--- src/reset_cause_pkg.sv ---
// constants for the reset-cause flag register block
// assumes a 50 MHz pclk and a 32-bit APB master on the register side
package reset_cause_pkg;
    // clock and timing
    localparam int CLK_HZ = 50_000_000;
    localparam int TICK_NS = 1000;
    localparam int TICK_CYCLES = (TICK_NS * (CLK_HZ / 1_000_000)) / 1000;
    localparam int WDOG_PERIOD_US = 1000;
    localparam int WDOG_PERIOD_TICKS = (WDOG_PERIOD_US * 1000) / TICK_NS;

    // bus geometry
    localparam int ADDR_W = 8;
    localparam int DATA_W = 32;
    localparam int FLAG_W = 16;

    // register byte offsets
    localparam logic [ADDR_W-1:0] OFS_FLAGS = 8'h00;
    localparam logic [ADDR_W-1:0] OFS_EVT_STATUS = 8'h04;
    localparam logic [ADDR_W-1:0] OFS_EVT_MASK = 8'h08;
    localparam logic [ADDR_W-1:0] OFS_WDOG_CTRL = 8'h0C;

    // flag positions in reset_cause_flags
    localparam int BIT_TRAP = 15;
    localparam int BIT_ILLOP = 14;
    localparam int BIT_CFGMM = 9;
    localparam int BIT_EXT_PIN_RESET_FLAG = 7;
    localparam int BIT_SOFTR = 6;
    localparam int BIT_WDOG_TIMEOUT_FLAG = 4;
    localparam int BIT_SLEEP = 3;
    localparam int BIT_IDLE = 2;
    localparam int BIT_BROWN = 1;
    localparam int BIT_POR = 0;

    // watchdog control fields
    localparam int BIT_WDOG_SOFT_EN = 0;
    localparam int BIT_WDOG_KICK = 1;
    localparam int BIT_WDOG_RUN = 2;

    // reset values and masks
    localparam logic [FLAG_W-1:0] FLAGS_RST = 16'h0003;
    localparam logic [FLAG_W-1:0] FLAGS_IMPL = 16'hC2DF;
    localparam logic [FLAG_W-1:0] FLAGS_POR_ONLY = 16'hC2C0;
    localparam logic [FLAG_W-1:0] EVT_STATUS_RST = 16'h0000;
    localparam logic [FLAG_W-1:0] EVT_MASK_RST = 16'h0000;
    localparam logic WDOG_SOFT_EN_RST = 1'b0;
endpackage

--- src/reset_cause_flag_register.sv ---
// reset-cause flag register with event status, mask and watchdog, on APB
// assumes presetn is the power-on reset and event inputs are one-cycle pulses
// synchronous to pclk

// Summary of operation
// - trap, illegal-op, config flags: set, POR-cleared
// - pin and soft reset flags: set, POR-cleared
// - watchdog flag: power-save instruction or POR clears
// - power-save sets sleep or idle flag
// - idle flag shows device was idle
// - brown-out flag set by brown-out and POR
// - power-on flag set by POR or a software flag write
// - software writes flags, never causes reset
// - fuse enable forces watchdog always running
module reset_cause_flag_register #(
    parameter int TICK_LEN = reset_cause_pkg::TICK_CYCLES,
    parameter int WDOG_PERIOD = reset_cause_pkg::WDOG_PERIOD_TICKS
) (
    // clock and reset
    input wire logic pclk,
    input wire logic presetn,
    // apb slave
    input wire logic psel,
    input wire logic penable,
    input wire logic pwrite,
    input wire logic [reset_cause_pkg::ADDR_W-1:0] paddr,
    input wire logic [reset_cause_pkg::DATA_W-1:0] pwdata,
    output logic [reset_cause_pkg::DATA_W-1:0] prdata,
    output logic pready,
    output logic pslverr,
    // reset and power events
    input wire logic trap_conflict_evt,
    input wire logic illegal_op_evt,
    input wire logic config_mismatch_evt,
    input wire logic master_clear_pin,
    input wire logic soft_reset_evt,
    input wire logic brownout_evt,
    input wire logic power_save_instruction,
    input wire logic power_save_sleep,
    // watchdog
    input wire logic wdog_fuse_enable,
    output logic wdog_timeout,
    // interrupt
    output logic irq
);
    import reset_cause_pkg::*;

    // refused at elaboration: a zero-length tick or period would never expire
    if (TICK_LEN < 1 || WDOG_PERIOD < 1) begin : g_bad_params
        $error("reset_cause_flag_register: tick length and period must be at least 1");
    end

    logic [FLAG_W-1:0] flags_ff;
    logic [FLAG_W-1:0] nxt_flags;
    logic [FLAG_W-1:0] status_ff;
    logic [FLAG_W-1:0] nxt_status;
    logic [FLAG_W-1:0] mask_ff;
    logic [FLAG_W-1:0] nxt_mask;
    logic wdog_soft_en_ff;
    logic nxt_wdog_soft_en;
    logic [DATA_W-1:0] prdata_ff;
    logic [DATA_W-1:0] nxt_prdata;
    logic pready_ff;
    logic nxt_pready;
    logic pslverr_ff;
    logic nxt_pslverr;
    logic irq_ff;
    logic nxt_irq;
    logic wdog_expired_ff;

    logic access;
    logic done;
    logic addr_hit;
    logic wr_flags;
    logic wr_mask;
    logic wr_wdog;
    logic rd_status;
    logic wdog_run;
    logic wdog_restart;
    logic [FLAG_W-1:0] hw_set;
    logic [FLAG_W-1:0] hw_clr;
    logic [FLAG_W-1:0] wr_value;
    logic [DATA_W-1:0] rd_word;

    // apb decode: one wait state, the transfer ends on the second access cycle
    always_comb begin
        access = psel && penable;
        done = access && pready_ff;
        addr_hit = (paddr == OFS_FLAGS) || (paddr == OFS_EVT_STATUS) ||
                   (paddr == OFS_EVT_MASK) || (paddr == OFS_WDOG_CTRL);
        wr_flags = done && pwrite && (paddr == OFS_FLAGS);
        wr_mask = done && pwrite && (paddr == OFS_EVT_MASK);
        wr_wdog = done && pwrite && (paddr == OFS_WDOG_CTRL);
        rd_status = done && !pwrite && (paddr == OFS_EVT_STATUS);
        wr_value = pwdata[FLAG_W-1:0] & FLAGS_IMPL;
    end

    // hardware set and clear events, in the layout of the flag register
    always_comb begin
        hw_set = '0;
        hw_clr = '0;
        hw_set[BIT_TRAP] = trap_conflict_evt;
        hw_set[BIT_ILLOP] = illegal_op_evt;
        hw_set[BIT_CFGMM] = config_mismatch_evt;
        hw_set[BIT_EXT_PIN_RESET_FLAG] = master_clear_pin;
        hw_set[BIT_SOFTR] = soft_reset_evt;
        hw_set[BIT_WDOG_TIMEOUT_FLAG] = wdog_expired_ff;
        hw_clr[BIT_WDOG_TIMEOUT_FLAG] = power_save_instruction;
        hw_set[BIT_SLEEP] = power_save_instruction && power_save_sleep;
        hw_set[BIT_IDLE] = power_save_instruction && !power_save_sleep;
        hw_set[BIT_BROWN] = brownout_evt;
    end

    // flags: only presetn or a flag write clears the POR-only group; the power-on and
    // brown-out flags come out of reset set
    always_comb begin
        nxt_flags = flags_ff & ~hw_clr;
        if (wr_flags) begin
            nxt_flags = wr_value;
        end
        nxt_flags = nxt_flags | hw_set;
    end

    // event status: read-clear removes only the bits that the read returned,
    // so an event landing between capture and clear is kept
    always_comb begin
        nxt_status = status_ff;
        if (rd_status) begin
            nxt_status = status_ff & ~prdata_ff[FLAG_W-1:0];
        end
        nxt_status = nxt_status | hw_set;
        nxt_mask = wr_mask ? wr_value : mask_ff;
        nxt_irq = |(status_ff & mask_ff);
    end

    // watchdog control; a flag write never touches the watchdog or a reset
    always_comb begin
        nxt_wdog_soft_en = wdog_soft_en_ff;
        if (wr_wdog) begin
            nxt_wdog_soft_en = pwdata[BIT_WDOG_SOFT_EN];
        end
        wdog_run = wdog_fuse_enable || wdog_soft_en_ff;
        wdog_restart = power_save_instruction || (wr_wdog && pwdata[BIT_WDOG_KICK]);
    end

    // read mux; captured one cycle before the transfer completes
    always_comb begin
        rd_word = '0;
        unique case (paddr)
            OFS_FLAGS: rd_word[FLAG_W-1:0] = flags_ff;
            OFS_EVT_STATUS: rd_word[FLAG_W-1:0] = status_ff;
            OFS_EVT_MASK: rd_word[FLAG_W-1:0] = mask_ff;
            OFS_WDOG_CTRL: begin
                rd_word[BIT_WDOG_SOFT_EN] = wdog_soft_en_ff;
                rd_word[BIT_WDOG_RUN] = wdog_run;
            end
            default: rd_word = '0;
        endcase
    end

    always_comb begin
        nxt_pready = access && !pready_ff;
        nxt_pslverr = 1'b0;
        nxt_prdata = prdata_ff;
        if (access && !pready_ff) begin
            nxt_pslverr = !addr_hit;
            nxt_prdata = pwrite ? '0 : rd_word;
        end
    end

    always_ff @(posedge pclk or negedge presetn) begin
        if (!presetn) begin
            flags_ff <= FLAGS_RST;
            status_ff <= EVT_STATUS_RST;
            mask_ff <= EVT_MASK_RST;
            wdog_soft_en_ff <= WDOG_SOFT_EN_RST;
            prdata_ff <= '0;
            pready_ff <= 1'b0;
            pslverr_ff <= 1'b0;
            irq_ff <= 1'b0;
        end else begin
            flags_ff <= nxt_flags;
            status_ff <= nxt_status;
            mask_ff <= nxt_mask;
            wdog_soft_en_ff <= nxt_wdog_soft_en;
            prdata_ff <= nxt_prdata;
            pready_ff <= nxt_pready;
            pslverr_ff <= nxt_pslverr;
            irq_ff <= nxt_irq;
        end
    end

    wdog_counter #(
        .TICK_LEN(TICK_LEN),
        .PERIOD(WDOG_PERIOD)
    ) u_wdog (
        .pclk(pclk),
        .presetn(presetn),
        .run(wdog_run),
        .restart(wdog_restart),
        .expired_ff(wdog_expired_ff)
    );

    assign prdata = prdata_ff;
    assign pready = pready_ff;
    assign pslverr = pslverr_ff;
    assign irq = irq_ff;
    assign wdog_timeout = wdog_expired_ff;
endmodule

--- src/wdog_counter.sv ---
// watchdog period counter with a microsecond tick prescaler
// assumes restart and run are synchronous levels from the parent block
module wdog_counter #(
    parameter int TICK_LEN = reset_cause_pkg::TICK_CYCLES,
    parameter int PERIOD = reset_cause_pkg::WDOG_PERIOD_TICKS
) (
    // clock and reset
    input wire logic pclk,
    input wire logic presetn,
    // control
    input wire logic run,
    input wire logic restart,
    // result
    output logic expired_ff
);
    import reset_cause_pkg::*;
    localparam int PW = $clog2(TICK_LEN + 1);
    localparam int CW = $clog2(PERIOD + 1);

    if (TICK_LEN < 1 || PERIOD < 1) begin : g_bad_params
        $error("wdog_counter: tick length and period must be at least 1");
    end

    logic [PW-1:0] pre_ff;
    logic [PW-1:0] nxt_pre;
    logic [CW-1:0] cnt_ff;
    logic [CW-1:0] nxt_cnt;
    logic nxt_expired;
    logic tick;

    always_comb begin
        tick = 1'b0;
        nxt_pre = pre_ff;
        nxt_cnt = cnt_ff;
        nxt_expired = 1'b0;
        if (restart || !run) begin
            nxt_pre = '0;
            nxt_cnt = '0;
        end else begin
            if (pre_ff == PW'(TICK_LEN - 1)) begin
                nxt_pre = '0;
                tick = 1'b1;
            end else begin
                nxt_pre = pre_ff + PW'(1);
            end
            if (tick) begin
                if (cnt_ff == CW'(PERIOD - 1)) begin
                    // expiry restarts the period so a stuck system keeps flagging
                    nxt_cnt = '0;
                    nxt_expired = 1'b1;
                end else begin
                    nxt_cnt = cnt_ff + CW'(1);
                end
            end
        end
    end

    always_ff @(posedge pclk or negedge presetn) begin
        if (!presetn) begin
            pre_ff <= '0;
            cnt_ff <= '0;
            expired_ff <= 1'b0;
        end else begin
            pre_ff <= nxt_pre;
            cnt_ff <= nxt_cnt;
            expired_ff <= nxt_expired;
        end
    end
endmodule

--- config.mk ---
export PLATFORM = sky130hd
export DESIGN_NAME = reset_cause_flag_register
export DESIGN_NICKNAME = d
export VERILOG_FILES = /design/src/reset_cause_pkg.sv /design/src/reset_cause_flag_register.sv /design/src/wdog_counter.sv
export SDC_FILE = /design/constraint.sdc
export NUM_CORES = 1
export LEC_CHECK = 0
export BUFFER_PORTS_ARGS = -buffer_cell sky130_fd_sc_hd__buf_2
export CORE_ASPECT_RATIO = 2
export CORE_MARGIN = 10
export CORE_UTILIZATION = 45
export CTS_CLUSTER_SIZE = 25
export DETAILED_ROUTE_END_ITERATION = 8
export PLACE_DENSITY = 0.7
export SETUP_SLACK_MARGIN = 0.1
export SYNTH_ARGS = -nofsm -noshare
export SYNTH_HDL_FRONTEND = slang
export SYNTH_SLANG_ARGS = --single-unit
--- constraint.sdc ---
create_clock -name pclk -period 1.98 [get_ports pclk]
set_input_delay 0.396 -clock pclk [delete_from_list [all_inputs] [get_ports pclk]]
set_output_delay 0.396 -clock pclk [all_outputs]
set_load 0.01 [all_outputs]
# Yosys cells after proc, flatten, opt, wreduce, memory -nomap -nowiden
# Index checks and enable logic that the tools add are counted.
[word_totals] ff_bits=95 wordCells=69 out_inout_bits=36 input_bits=54
[op_classes] n_addsub=2 n_bitwise=7 n_eq_ne=5 reduce_logical=26 mux=18
[op_table] op="bitwise AND 16 bit" count=3
[op_table] op="two-way mux 16 bit" count=3
[op_table] op="one-hot mux 13 bit (3 select lines)" count=1
[op_table] op="bitwise OR 16 bit" count=2
[op_table] op="two-way mux 10 bit" count=3
[op_table] op="equality test 8 x 4 -> 1 bit (second input constant)" count=2
[op_table] op="NOT 16 bit" count=1
[op_table] op="NOT 5 -> 16 bit" count=1
[op_table] op="OR reduction 16 bit" count=1
[op_table] op="logical AND 1 bit" count=12
[op_table] op="two-way mux 6 bit" count=2
[op_table] op="adder 10 x 1 -> 10 bit (second input constant)" count=1
[op_table] op="equality test 10 bit (second input constant)" count=1
[op_table] op="equality test 8 x 3 -> 1 bit (second input constant)" count=1
[op_table] op="logical NOT 8 bit" count=1
[op_table] op="one-hot mux 1 bit (4 select lines)" count=2
[op_table] op="adder 6 x 1 -> 6 bit (second input constant)" count=1
[op_table] op="equality test 6 bit (second input constant)" count=1
[op_table] op="logical OR 1 bit" count=6
[op_table] op="two-way mux 1 bit" count=6
[op_table] op="logical NOT 1 bit" count=5
[op_table] op="one-hot mux 1 bit (3 select lines)" count=1
[op_table] op="nonzero test 2 bit" count=1

# Depth between registers and ports, before layout
# Gate-level depths: netlist (run 1).
[depth] ltp_word=10 ltp_mapped=7 depth_no_buf=6

# Cells and area by module
# From an unflattened synthesis (run 1), not the netlist that was laid out.
[unflattened] hier_cells=328 area_unflattened_um2=3523.4
[modules_own_cells] mod="reset_cause_flag_register" n_inst=1 area_each_um2=2635.0 seq_area_each_um2=1403.8 cells_each=239
[modules_own_cells] mod="wdog_counter" n_inst=1 area_each_um2=888.4 seq_area_each_um2=425.4 cells_each=89

# Least setup slack after synthesis (run 1)
# No wires, ideal clock.
[synth_path] path_type="input port to flip-flop" from="input paddr[5] in the netlist's numbering" to="register flags_ff[0]" n_path_buf=1 path_stages=4 arrival_time_ns=1.938 setup_time_ns=0.082 path_slack_ns=-0.040 required_time_ns=1.898 cell_sequence="or4_4 > nor4_4 > buf_4 > mux2_2"
[synth_between] elab_chain_len=4
[synth_rtl] element="start: declaration" line="reset_cause_flag_register.sv:26" rtl="input wire logic [reset_cause_pkg::ADDR_W-1:0] paddr,"
[synth_rtl] element="logical NOT 8 bit" line="reset_cause_flag_register.sv:91" rtl="wr_flags = done && pwrite && (paddr == OFS_FLAGS);"
[synth_rtl] element="logical AND 1 bit" line="reset_cause_flag_register.sv:91"
[synth_rtl] element="two-way mux 16 bit" line="reset_cause_flag_register.sv:118" rtl="if (wr_flags) begin"
[synth_rtl] element="bitwise OR 16 bit" line="reset_cause_flag_register.sv:121" rtl="nxt_flags = nxt_flags | hw_set;"
[synth_rtl] element="end signal: assignment" line="reset_cause_flag_register.sv:182" rtl="flags_ff <= nxt_flags;"
[synth_rtl] element="end: declaration" line="reset_cause_flag_register.sv:53" rtl="logic [FLAG_W-1:0] flags_ff;"
# No other way between the ends.
# A chain may end at the register's enable or synchronous reset.

# Worst setup path in the final report (run 1)
[layout_path] from="input paddr[5] in the netlist's numbering" to="register prdata_ff[7] (netlist: prdata[7])"
[layout_between] elab_chain_len=3 elab_cells_between_ends=5 cone_classes="eq/ne (2); mux (2); reduce/logical (1)"
[layout_rtl] element="equality test 8 x 4 -> 1 bit, or another cell as far along" line="reset_cause_flag_register.sv:149" rtl="unique case (paddr)"
[layout_rtl] element="one-hot mux 13 bit (3 select lines) *" line="reset_cause_flag_register.sv:149"
[layout_rtl] element="two-way mux 16 bit *" line="reset_cause_flag_register.sv:167" rtl="nxt_prdata = pwrite ? '0 : rd_word;"
[layout_rtl] element="end signal: assignment" line="reset_cause_flag_register.sv:186" rtl="prdata_ff <= nxt_prdata;"
[layout_rtl] element="end: declaration" line="reset_cause_flag_register.sv:61" rtl="logic [DATA_W-1:0] prdata_ff;"
# Mark *: on every way between the ends. The rest lies on a longest branch, timed or not.

==> key figures, run 1 <==
Status
  • Status: finished clean

Logic synthesis
  • Area contributors post-synth: dfrtp_1 (51%), a22o_1 (4.0%), buf_4 (3.9%)
  • Leading area contributor after synthesis: dfrtp_1
  • Yosys warns: 0
  • Yosys reg bits: 73
  • Post-synthesis instance total: 304
  • Synth Area in Simple Gates: 0.165
  • Synth Area in Compound Gates: 0.146
  • Multiplexer area fraction after synthesis: 0.0806
  • Sequential share of the synthesized area: 0.526
  • XOR/XNOR Fraction of Synth Area: 0.0151
  • Share of the synthesized area in the top cell type: 0.511
  • Adder-Cell Fraction of Synth Area: 0.0108
  • Post-synth EDFFs: 0
  • Synthesized area: 3480 sq um
  • Netlist cell types: 51
  • Mean Syn Cell Area: 11.4 sq um
  • Largest family of logic cells by synthesized area: simple AND/OR/NAND/NOR gates
  • Post-synth top flop: dfrtp_1
  • Ys async rst share: 1.00

Worst setup path
  • Worst-case reg-to-reg path depth: 6
  • WP data arrival: 1.99 ns
  • Worst endpoint required time: 2.25 ns
  • FF-to-FF setup slack: 0.27 ns
  • Crit-path leading delay family: simple AND/OR/NAND/NOR gates
  • CP cell instances: buf_2 > or4_4 > or2_1 > nor4_4 > buf_4 > a22o_1
  • CP max-delay cell: or4_4
  • CP max FO: 8
  • Worst Path Class, Setup: primary input to flip-flop
  • Buf/Inv on CP: 2
  • Critical Path Start: paddr[5]
  • WP depth: 6
  • Startpoint class of the critical path: primary input
  • Reg-to-reg startpoint: u_wdog.pre_ff[1]
  • Crit. End Element: flip-flop
  • Max incr delay on CP: 0.57 ns
  • Reg-to-reg endpoint: u_wdog.cnt_ff[5]

Place
  • Placed cell count: 454
  • DP Area: 3910 sq um
  • RD Place Congestion: 0.838
  • Post-DP HPWL: 6210 um
  • IO buf count: 51

Clocking
  • CTS sink cnt: 73
  • # Post-CTS Setup Buffers: 0
  • Total CTS buffers: 9
  • Post-CTS resize count: 0
  • CTS Hold Buffers Added: 0
  • CTS max path bufs: 2
  • H-Tree Depth: 3
  • Reg clk slew, reported paths: 0.06 ns
  • CTS root buffer: clkbuf_16
  • Clk_lat worst skew: 0.33 ns
  • TritonCTS clock tree: done

Finish
  • Finished Cell Area: 4230 sq um
  • Final nets: 428
  • Commonest non-fill, non-tap cell in the layout: dfrtp_1
  • Non-Filler Instances: 471
  • Filler Cells Inserted: 698
  • Fraction of layout cells with a size suffix above 1: 0.290
  • Most frequent cells in the layout: dfrtp_1 (71), buf_2 (51), nand2_1 (29), a22o_1 (16), conb_1 (16)
  • Synth-to-layout area growth: 21.6%

Floorplan
  • Initial core utilization: 0.461
  • Die area: 11900 sq um
  • Boundary Pins: 90
  • Die Y-Extent: 144 um
  • Core box area: 7540 sq um
  • Site Rows: 45
  • Die W: 82.1 um

Timing
  • Final setup TNS: 0 ns
  • Final hold viol count: 0
  • Max Fclk: 580 MHz
  • Final Cycle Share: 0.871
  • Hold slack final: 0.0762 ns
  • Final setup fails: 0
  • RSZ-0062 raised after global routing: no
  • Worst Skew: 0.00407 ns
  • Period minus WS final: 1.72 ns
  • Final Max Tran Viols: 0

Power and ir drop
  • P_sw: 704 uW
  • Power Density: 792 nW/um^2
  • Leakage: 1.93 nW
  • Sw frac: 0.211
  • Max VDD drop: 0.000585 V
  • P_int: 2.64 mW
  • Flop pwr share: 0.450
  • Clk pwr share: 0.496
  • Gate power share: 0.054

Run
  • Max-capacitance violation count: 0

GRT
  • Initial antenna violation count: 0
  • Largest net degree at the start of global routing: 74
  • First-pass GRT wire length: 14000 um
  • All-Layer GR Usage: 0.155
  • Total congestion overflow: 0
  • Number of global-route vias before repair: 2897

Drt
  • DRT Pass-1 Iters: 4
  • DRC: 0
  • Wire per inst: 18.0 um
  • DRT antenna net count: 0
  • Initial DRC count: 136
  • Vias: 2640
  • Vias/cell: 5.61
  • Total Wirelength: 8460 um

Min path
  • Worst hold-check path type: primary input to asynchronous set/reset pin
[cell families after synthesis]
family	Yosys count
buffers and inverters	31
DFF	73
and+or+nand+nor	97
muxes	24
other	1
xor gates and xnor gates	6
adders and majority gates	3
AOI/OAI and AO/OA	69
[synthesized netlist by cell type, types with 3 or more instances]
library cell  count
a211o_1           7
a21boi_0          7
a21o_1            7
a21oi_1           7
a22o_1           16
a22oi_1           3
a31oi_1           3
and2_1            4
and3_1            4
buf_4            18
clkbuf_1          5
dfrtp_1          71
ha_1              3
inv_1             4
mux2_2           12
mux2i_1          10
nand2_1          29
nand3_1          11
nand4_1           8
nor2_1            5
nor2b_1           8
nor3_1            9
nor4_4            3
o21ai_0          11
xor2_1            4
[area by class of cell]
class	count	area, sq um	area share
clock buffer	14	274	0.0649
multi-input combinational	215	1520	0.359
tap	94	118	0.0278
clock inverter	2	35.0	0.00829
antenna	1	2.50	0.000592
timing repair buffer	68	433	0.102
inverter	4	15.0	0.00355
sequential	73	1830	0.433
[power by group through the flow]
stage	combinational (mW)	sequential (mW)	clock, mW
after floorplan	0.0944	1.53	0
after global placement	0.178	1.53	0
after detailed placement	0.182	1.53	0
after CTS	0.182	1.51	1.70
after global routing	0.201	1.51	1.76
final	0.179	1.51	1.66
[worst register-to-register path, cell delays in order (launching register included)]
cell and delay [ns]:
dfrtp_1 0.39, inv_1 0.06, ha_1 0.12, and4bb_2 0.28
nand2_1 0.20, or3_1 0.41, a31oi_1 0.17
[layer usage]
| metal | up-vias | global-route usage | share of wire |
|---|---|---|---|
| li1 | 1221 | - | - |
| met1 | 1328 | 0.158 | 0.36 |
| met2 | 77 | 0.276 | 0.55 |
| met3 | 14 | 0.0404 | 0.065 |
| met4 | 0 | 0.0775 | 0.020 |
| met5 | - | 0 | 0 |
[flip-flops by register name, indices dropped and copies added, names as in the netlist]
| signal | cells |
|---|---|
| flags_ff | 10 |
| irq | 1 |
| mask_ff | 10 |
| prdata | 16 |
| pready | 1 |
| pslverr | 1 |
| status_ff | 16 |
| u_wdog.cnt_ff | 10 |
| u_wdog.expired_ff | 1 |
| u_wdog.pre_ff | 6 |
| wdog_soft_en_ff | 1 |
[per-stage QoR]
step,power (mW),setup WS (ns),util
2_1_floorplan,1.63,0.0161,-
3_5_place_dp,1.71,-0.0768,0.519
4_1_cts,3.38,0.243,0.560
6_report,3.35,0.256,0.560
3_3_place_gp,1.71,-0.0583,0.519
5_1_grt,3.47,0.108,0.560
[how the worst max path moves through the flow]
stage                                  end  slack, ns
after floorplan                 prdata[14]       0.02
after global placement           prdata[3]      -0.06
after detailed placement  u_wdog.cnt_ff[8]      -0.08
after CTS                 u_wdog.cnt_ff[5]       0.24
after global routing      u_wdog.cnt_ff[6]       0.11
final                            prdata[7]       0.26
(Power assumes the default switching activity.)
==> run 2, diff against run 1 <==
- PLACE_DENSITY: 0.7 -> 0.72
- REMOVE_ABC_BUFFERS: not set -> 1
- clock period: 1.98 -> 1.5 ns (I/O delays scaled with it)
==> key figures, run 2 (synthesized netlist as in run 1, its figures left out) <==
GRT
  • First-pass GRT wire length: 15100 um (+8.0%)
  • All-Layer GR Usage: 0.171 (+0.0169)
  • Largest net degree at the start of global routing: 74 (unchanged)
  • Total congestion overflow: 0 (unchanged)
  • Number of global-route vias before repair: 2990 (+3.2%)
  • Initial antenna violation count: 0 (unchanged)

Power and ir drop
  • PnR Total Power: 4.25 mW (+27%)
  • Flop pwr share: 0.467 (+0.017)
  • P_sw: 939 uW (+33%)
  • P_int: 3.31 mW (+25%)
  • Power Density: 903 nW/um^2 (+14%)
  • Leakage: 2.22 nW (+15%)
  • Sw frac: 0.221 (+0.0104)
  • Clk pwr share: 0.466 (-0.030)
  • Max VDD drop: 0.000602 V (+3.0%)
  • Gate power share: 0.066 (+0.012)

Timing
  • Worst Tran Pin Value: 0.649 ns
  • Final hold viol count: 23 (+23)
  • Worst Skew: 0.00536 ns (+0.00129 ns)
  • Setup ws final: -0.0915 ns (-0.348 ns)
  • Final Max Tran Viols: 0 (unchanged)
  • Hold slack final: -0.0193 ns (-0.0956 ns)
  • RSZ-0062 raised after global routing: yes
  • Final Cycle Share: 1.06
  • Final setup fails: 41 (+41)
  • Max Fclk: 628 MHz
  • Worst slew margin: 0.566
  • Period minus WS final: 1.59 ns

Worst setup path
  • Worst Path Class, Setup: primary input to flip-flop
  • FF-to-FF setup slack: -0.03 ns (-0.30 ns)
  • Worst-case reg-to-reg path depth: 6 (unchanged)
  • Reg-to-reg startpoint: u_wdog.pre_ff[1]
  • CP max FO: 9 (+1)
  • Worst endpoint required time: 1.73 ns (-0.52 ns)
  • Reg-to-reg endpoint: u_wdog.cnt_ff[5]
  • Crit. End Element: flip-flop
  • WP data arrival: 1.82 ns (-0.17 ns)
  • Startpoint class of the critical path: primary input

Finish
  • Fraction of layout cells with a size suffix above 1: 0.431 (+0.141)
  • Most frequent cells in the layout: dfrtp_1 (71), buf_2 (50), buf_4 (35), nand2_1 (27)
  • Commonest non-fill, non-tap cell in the layout: dfrtp_1
  • Final nets: 463 (+8.2%)
  • Synth-to-layout area growth: 35.6%
  • Non-Filler Instances: 502 (+6.6%)
  • Finished Cell Area: 4710 sq um (+12%)
  • # diodes: 0 (-1)

Run
  • Max-capacitance violation count: 0 (unchanged)

Drt
  • Initial DRC count: 207 (+52%)
  • Total Wirelength: 9740 um (+15%)
  • DRT Pass-1 Iters: 4 (unchanged)
  • Vias/cell: 5.58 (-0.38%)
  • DRC: 0 (unchanged)
  • DRT antenna net count: 0 (unchanged)
  • Vias: 2803 (+6.2%)
  • Wire per inst: 19.4 um (+8.0%)

Clocking
  • CTS root buffer: clkbuf_16
  • CTS Hold Buffers Added: 0 (unchanged)
  • H-Tree Depth: 3 (unchanged)
  • Clk_lat worst skew: 0.34 ns (about the same)
  • TritonCTS clock tree: done
  • CTS max path bufs: 2 (unchanged)
  • Total CTS buffers: 9 (unchanged)
  • Reg clk slew, reported paths: 0.05 ns (about the same)
  • CTS sink cnt: 73 (unchanged)

Place
  • DP Area: 4040 sq um (+3.3%)
  • IO buf count: 51 (unchanged)
  • Post-Place Setup Slack: -0.501 ns (-0.424 ns)
  • Post-DP HPWL: 6590 um (+6.1%)
  • RD Place Congestion: 0.887 (+5.8%)
  • Placed cell count: 474 (+4.4%)

Floorplan
  • Initial core utilization: 0.461 (unchanged)
  • Boundary Pins: 90 (unchanged)
  • Core box area: 7540 sq um (unchanged)
  • Die Y-Extent: 144 um (unchanged)
  • Die area: 11900 sq um (unchanged)
  • Site Rows: 45 (unchanged)
  • Die W: 82.1 um (unchanged)

Status
  • Status: finished, violations left
  • Failing checks: hold timing, setup timing

Min path
  • Worst hold-check path type: primary input to asynchronous set/reset pin
[run 2: layout make-up]
| class | instances | area [sq um] |
|---|---|---|
| Fill cell | 619 | 2830 |
| Sequential cell | 73 | 1830 |
| Multi-Input combinational cell | 215 | 1720 |
| Timing Repair Buffer | 103 | 763 |
| Clock buffer | 13 | 270 |
| Tap cell | 94 | 118 |
| Inverter | 4 | 15.0 |
[run 2: what timing repair did]
item,in CTS,in global routing
pin swaps,26,14
setup buffers,8,7
endpoints found under the setup margin,69,68
hold endpoints to repair,0,0
cloned,1,0
gates resized for setup,42,28
[run 2: power groups by stage]
stage	Sequential [mW]	Combinational [mW]	Clock (mW)
6_report	1.99	0.282	1.98
3_5_place_dp	2.02	0.250	0
3_3_place_gp	2.02	0.244	0
2_1_floorplan	2.02	0.0772	0
5_1_grt	1.99	0.309	2.11
4_1_cts	1.99	0.268	2.01
[run 2: worst max path at each step]
stage	slack, ns	end	startpoint	cells after the start
global placement	-0.46	status_ff[15]	paddr[5]	7
global route	-0.14	u_wdog.cnt_ff[8]	u_wdog.pre_ff[1]	6
floorplan	-0.53	flags_ff[4]	paddr[5]	4
finish	-0.09	status_ff[15]	paddr[6]	7
detailed placement	-0.50	status_ff[15]	paddr[5]	7
CTS	-0.07	status_ff[15]	paddr[6]	7
[run 2: per-layer routing]
layer	part of all wire	GRT usage	up-vias	wire [um]
li1	-	-	1292	-
met1	0.35	0.168	1426	3400
met2	0.57	0.305	69	5510
met3	0.061	0.0560	16	596
met4	0.024	0.0865	0	232
met5	0	0	-	0
[run 2: critical path, cell delays in order]
cell and delay [ns]:
buf_6 0.09, or4_4 0.59, buf_6 0.15, nor4_4 0.26, buf_6 0.19, nand2_1 0.07
a21o_1 0.18
[run 2: per-stage QoR]
stage	hold WS, ns	TNS [ns]	utilization
3_3_place_gp	0.350	-26.83	0.536
3_5_place_dp	0.361	-28.79	0.536
6_report	-0.0193	-1.07	0.625
4_1_cts	0.00511	-1.10	0.603
5_1_grt	0.0120	-4.21	0.625
2_1_floorplan	0.00441	-22.59	-
==> run 3, diff against run 2 <==
- REMOVE_ABC_BUFFERS: 1 -> not set
==> key figures, run 3 (synthesized netlist as in run 1, its figures left out) <==
Drt
  • Initial DRC count: 120 (-42%)
  • DRC: 0 (unchanged)
  • DRT Pass-1 Iters: 4 (unchanged)
  • Vias: 2828 (+0.89%)
  • Wire per inst: 19.3 um (-0.26%)
  • Total Wirelength: 9850 um (+1.1%)
  • Vias/cell: 5.56 (-0.50%)
  • DRT antenna net count: 0 (unchanged)

Timing
  • Hold slack final: -0.0256 ns (-0.00628 ns)
  • Period minus WS final: 1.63 ns (+0.0373 ns)
  • Worst slew margin: 0.550 (-0.0162)
  • Max Fclk: 614 MHz (-2.3%)
  • Worst Skew: 0.00432 ns (-0.00104 ns)
  • Final Cycle Share: 1.09 (+0.0249)
  • Final Max Tran Viols: 0 (unchanged)
  • Final setup fails: 54 (+32%)
  • Setup ws final: -0.129 ns (-0.0373 ns)
  • Worst Tran Pin Value: 0.674 ns (+0.0243 ns)
  • Final hold viol count: 22 (-4.3%)
  • RSZ-0062 raised after global routing: yes

Place
  • IO buf count: 51 (unchanged)
  • Post-DP HPWL: 6850 um (+3.9%)
  • RD Place Congestion: 0.863 (-2.7%)
  • Placed cell count: 483 (+1.9%)
  • DP Area: 4140 sq um (+2.4%)

Finish
  • Layout Utilization: 0.636 (+0.0114)
  • Commonest non-fill, non-tap cell in the layout: dfrtp_1
  • # diodes: 0 (unchanged)
  • Finished Cell Area: 4800 sq um (+1.8%)
  • Most frequent cells in the layout: dfrtp_1 (71), buf_2 (50), buf_4 (37), nand2_1 (21), buf_6 (17)
  • Fraction of layout cells with a size suffix above 1: 0.455 (+0.0240)
  • Final nets: 467 (+0.86%)
  • Non-Filler Instances: 509 (+1.4%)
  • Synth-to-layout area growth: 38.0%

Floorplan
  • Die W: 82.1 um (unchanged)
  • Core box area: 7540 sq um (unchanged)
  • Die Y-Extent: 144 um (unchanged)
  • Initial core utilization: 0.461 (unchanged)
  • Boundary Pins: 90 (unchanged)
  • Site Rows: 45 (unchanged)
  • Die area: 11900 sq um (unchanged)

Worst setup path
  • Worst endpoint required time: 1.72 ns (about the same)
  • Startpoint class of the critical path: primary input
  • FF-to-FF setup slack: -0.07 ns (-0.04 ns)
  • Reg-to-reg endpoint: status_ff[14]
  • Worst-case reg-to-reg path depth: 6 (unchanged)
  • Reg-to-reg startpoint: pready
  • WP data arrival: 1.84 ns (+0.02 ns)
  • Worst Path Class, Setup: primary input to flip-flop
  • CP max FO: 10 (+1)
  • Crit. End Element: flip-flop

Power and ir drop
  • Power Density: 937 nW/um^2 (+3.8%)
  • Leakage: 2.25 nW (+1.6%)
  • Max VDD drop: 0.000534 V (-11%)

GRT
  • All-Layer GR Usage: 0.167 (-0.00457)
  • Initial antenna violation count: 0 (unchanged)
  • Number of global-route vias before repair: 2975 (-0.50%)
  • Largest net degree at the start of global routing: 74 (unchanged)
  • First-pass GRT wire length: 15000 um (-0.68%)
  • Total congestion overflow: 0 (unchanged)

Clocking
  • H-Tree Depth: 3 (unchanged)
  • Total CTS buffers: 9 (unchanged)
  • CTS root buffer: clkbuf_16
  • Reg clk slew, reported paths: 0.05 ns (about the same)
  • CTS sink cnt: 73 (unchanged)
  • Clk_lat worst skew: 0.33 ns (about the same)
  • TritonCTS clock tree: done
  • CTS Hold Buffers Added: 0 (unchanged)
  • CTS max path bufs: 2 (unchanged)

Status
  • Failing checks: hold timing, setup timing
  • Status: finished, violations left

Run
  • Max-capacitance violation count: 0 (unchanged)

Min path
  • Worst hold-check path type: primary input to asynchronous set/reset pin
-- run 3: cell count changes in the layout (fill, tap and decap cells not counted), moves of 2 or more --
cell,delta
nor2b_4,-3
a21oi_1,-2
buf_12,-2
buf_6,+5
a21oi_2,+2
buf_4,+2
nor3_2,-4
nor2b_2,+2
nand2_1,-6
nor3_1,+4
a21boi_2,+2
nand2_2,+6
-- run 3: report_power, final --
part	internal (mW)	leakage, nW	total [mW]	switching, mW
Combinational	0.112	1.17	0.290	0.178
Clock	1.42	0.153	2.22	0.796
Sequential	1.98	0.931	1.99	0.00681
Total	3.51	2.25	4.50	0.981
-- run 3: repair_timing --
item                       in CTS  in global routing
setup endpoints to repair      63                 70
resized for setup              34                 27
pin swaps                       4                 16
setup buffers                   4                  7
-- run 3: layout make-up --
cell class                 count  area (sq um)
clock buffer                  14           274
clock inverter                 2          35.0
fill                         597          2750
inverter                       4          15.0
multi-input combinational    215          1750
sequential                    73          1830
tap                           94           118
timing repair buffer         107           779
-- run 3: critical path, cell delays in order --
cell and delay [ns]:
buf_6 0.09, or4_4 0.57, buf_4 0.17, nor4_4 0.20, nand2_1 0.09, buf_6 0.16, mux2_2 0.27
-- run 3: layer usage --
metal,track usage,up-vias,share of wire
met5,0,-,0
met4,0.0775,0,0.032
met3,0.0460,24,0.061
met2,0.302,84,0.57
met1,0.167,1426,0.34
li1,-,1294,-
-- run 3: per-stage QoR --
step / setup TNS (ns) / setup slack, ns / total power, mW
after floorplan: -13.43 / -0.368 / 2.15
after global placement: -25.34 / -0.435 / 2.29
after detailed placement: -26.41 / -0.492 / 2.29
after CTS: -1.70 / -0.0917 / 4.50
after global routing: -6.18 / -0.191 / 4.63
final: -3.69 / -0.129 / 4.50
-- run 3: worst max-delay path by stage --
stage	start	to	slack, ns	cells past startpoint
5_1_grt	paddr[5]	flags_ff[2]	-0.19	7
6_report	paddr[5]	mask_ff[15]	-0.13	7
3_3_place_gp	paddr[5]	flags_ff[0]	-0.43	6
3_5_place_dp	paddr[5]	flags_ff[0]	-0.49	6
4_1_cts	paddr[5]	flags_ff[14]	-0.09	7
2_1_floorplan	paddr[5]	prdata[14]	-0.37	5
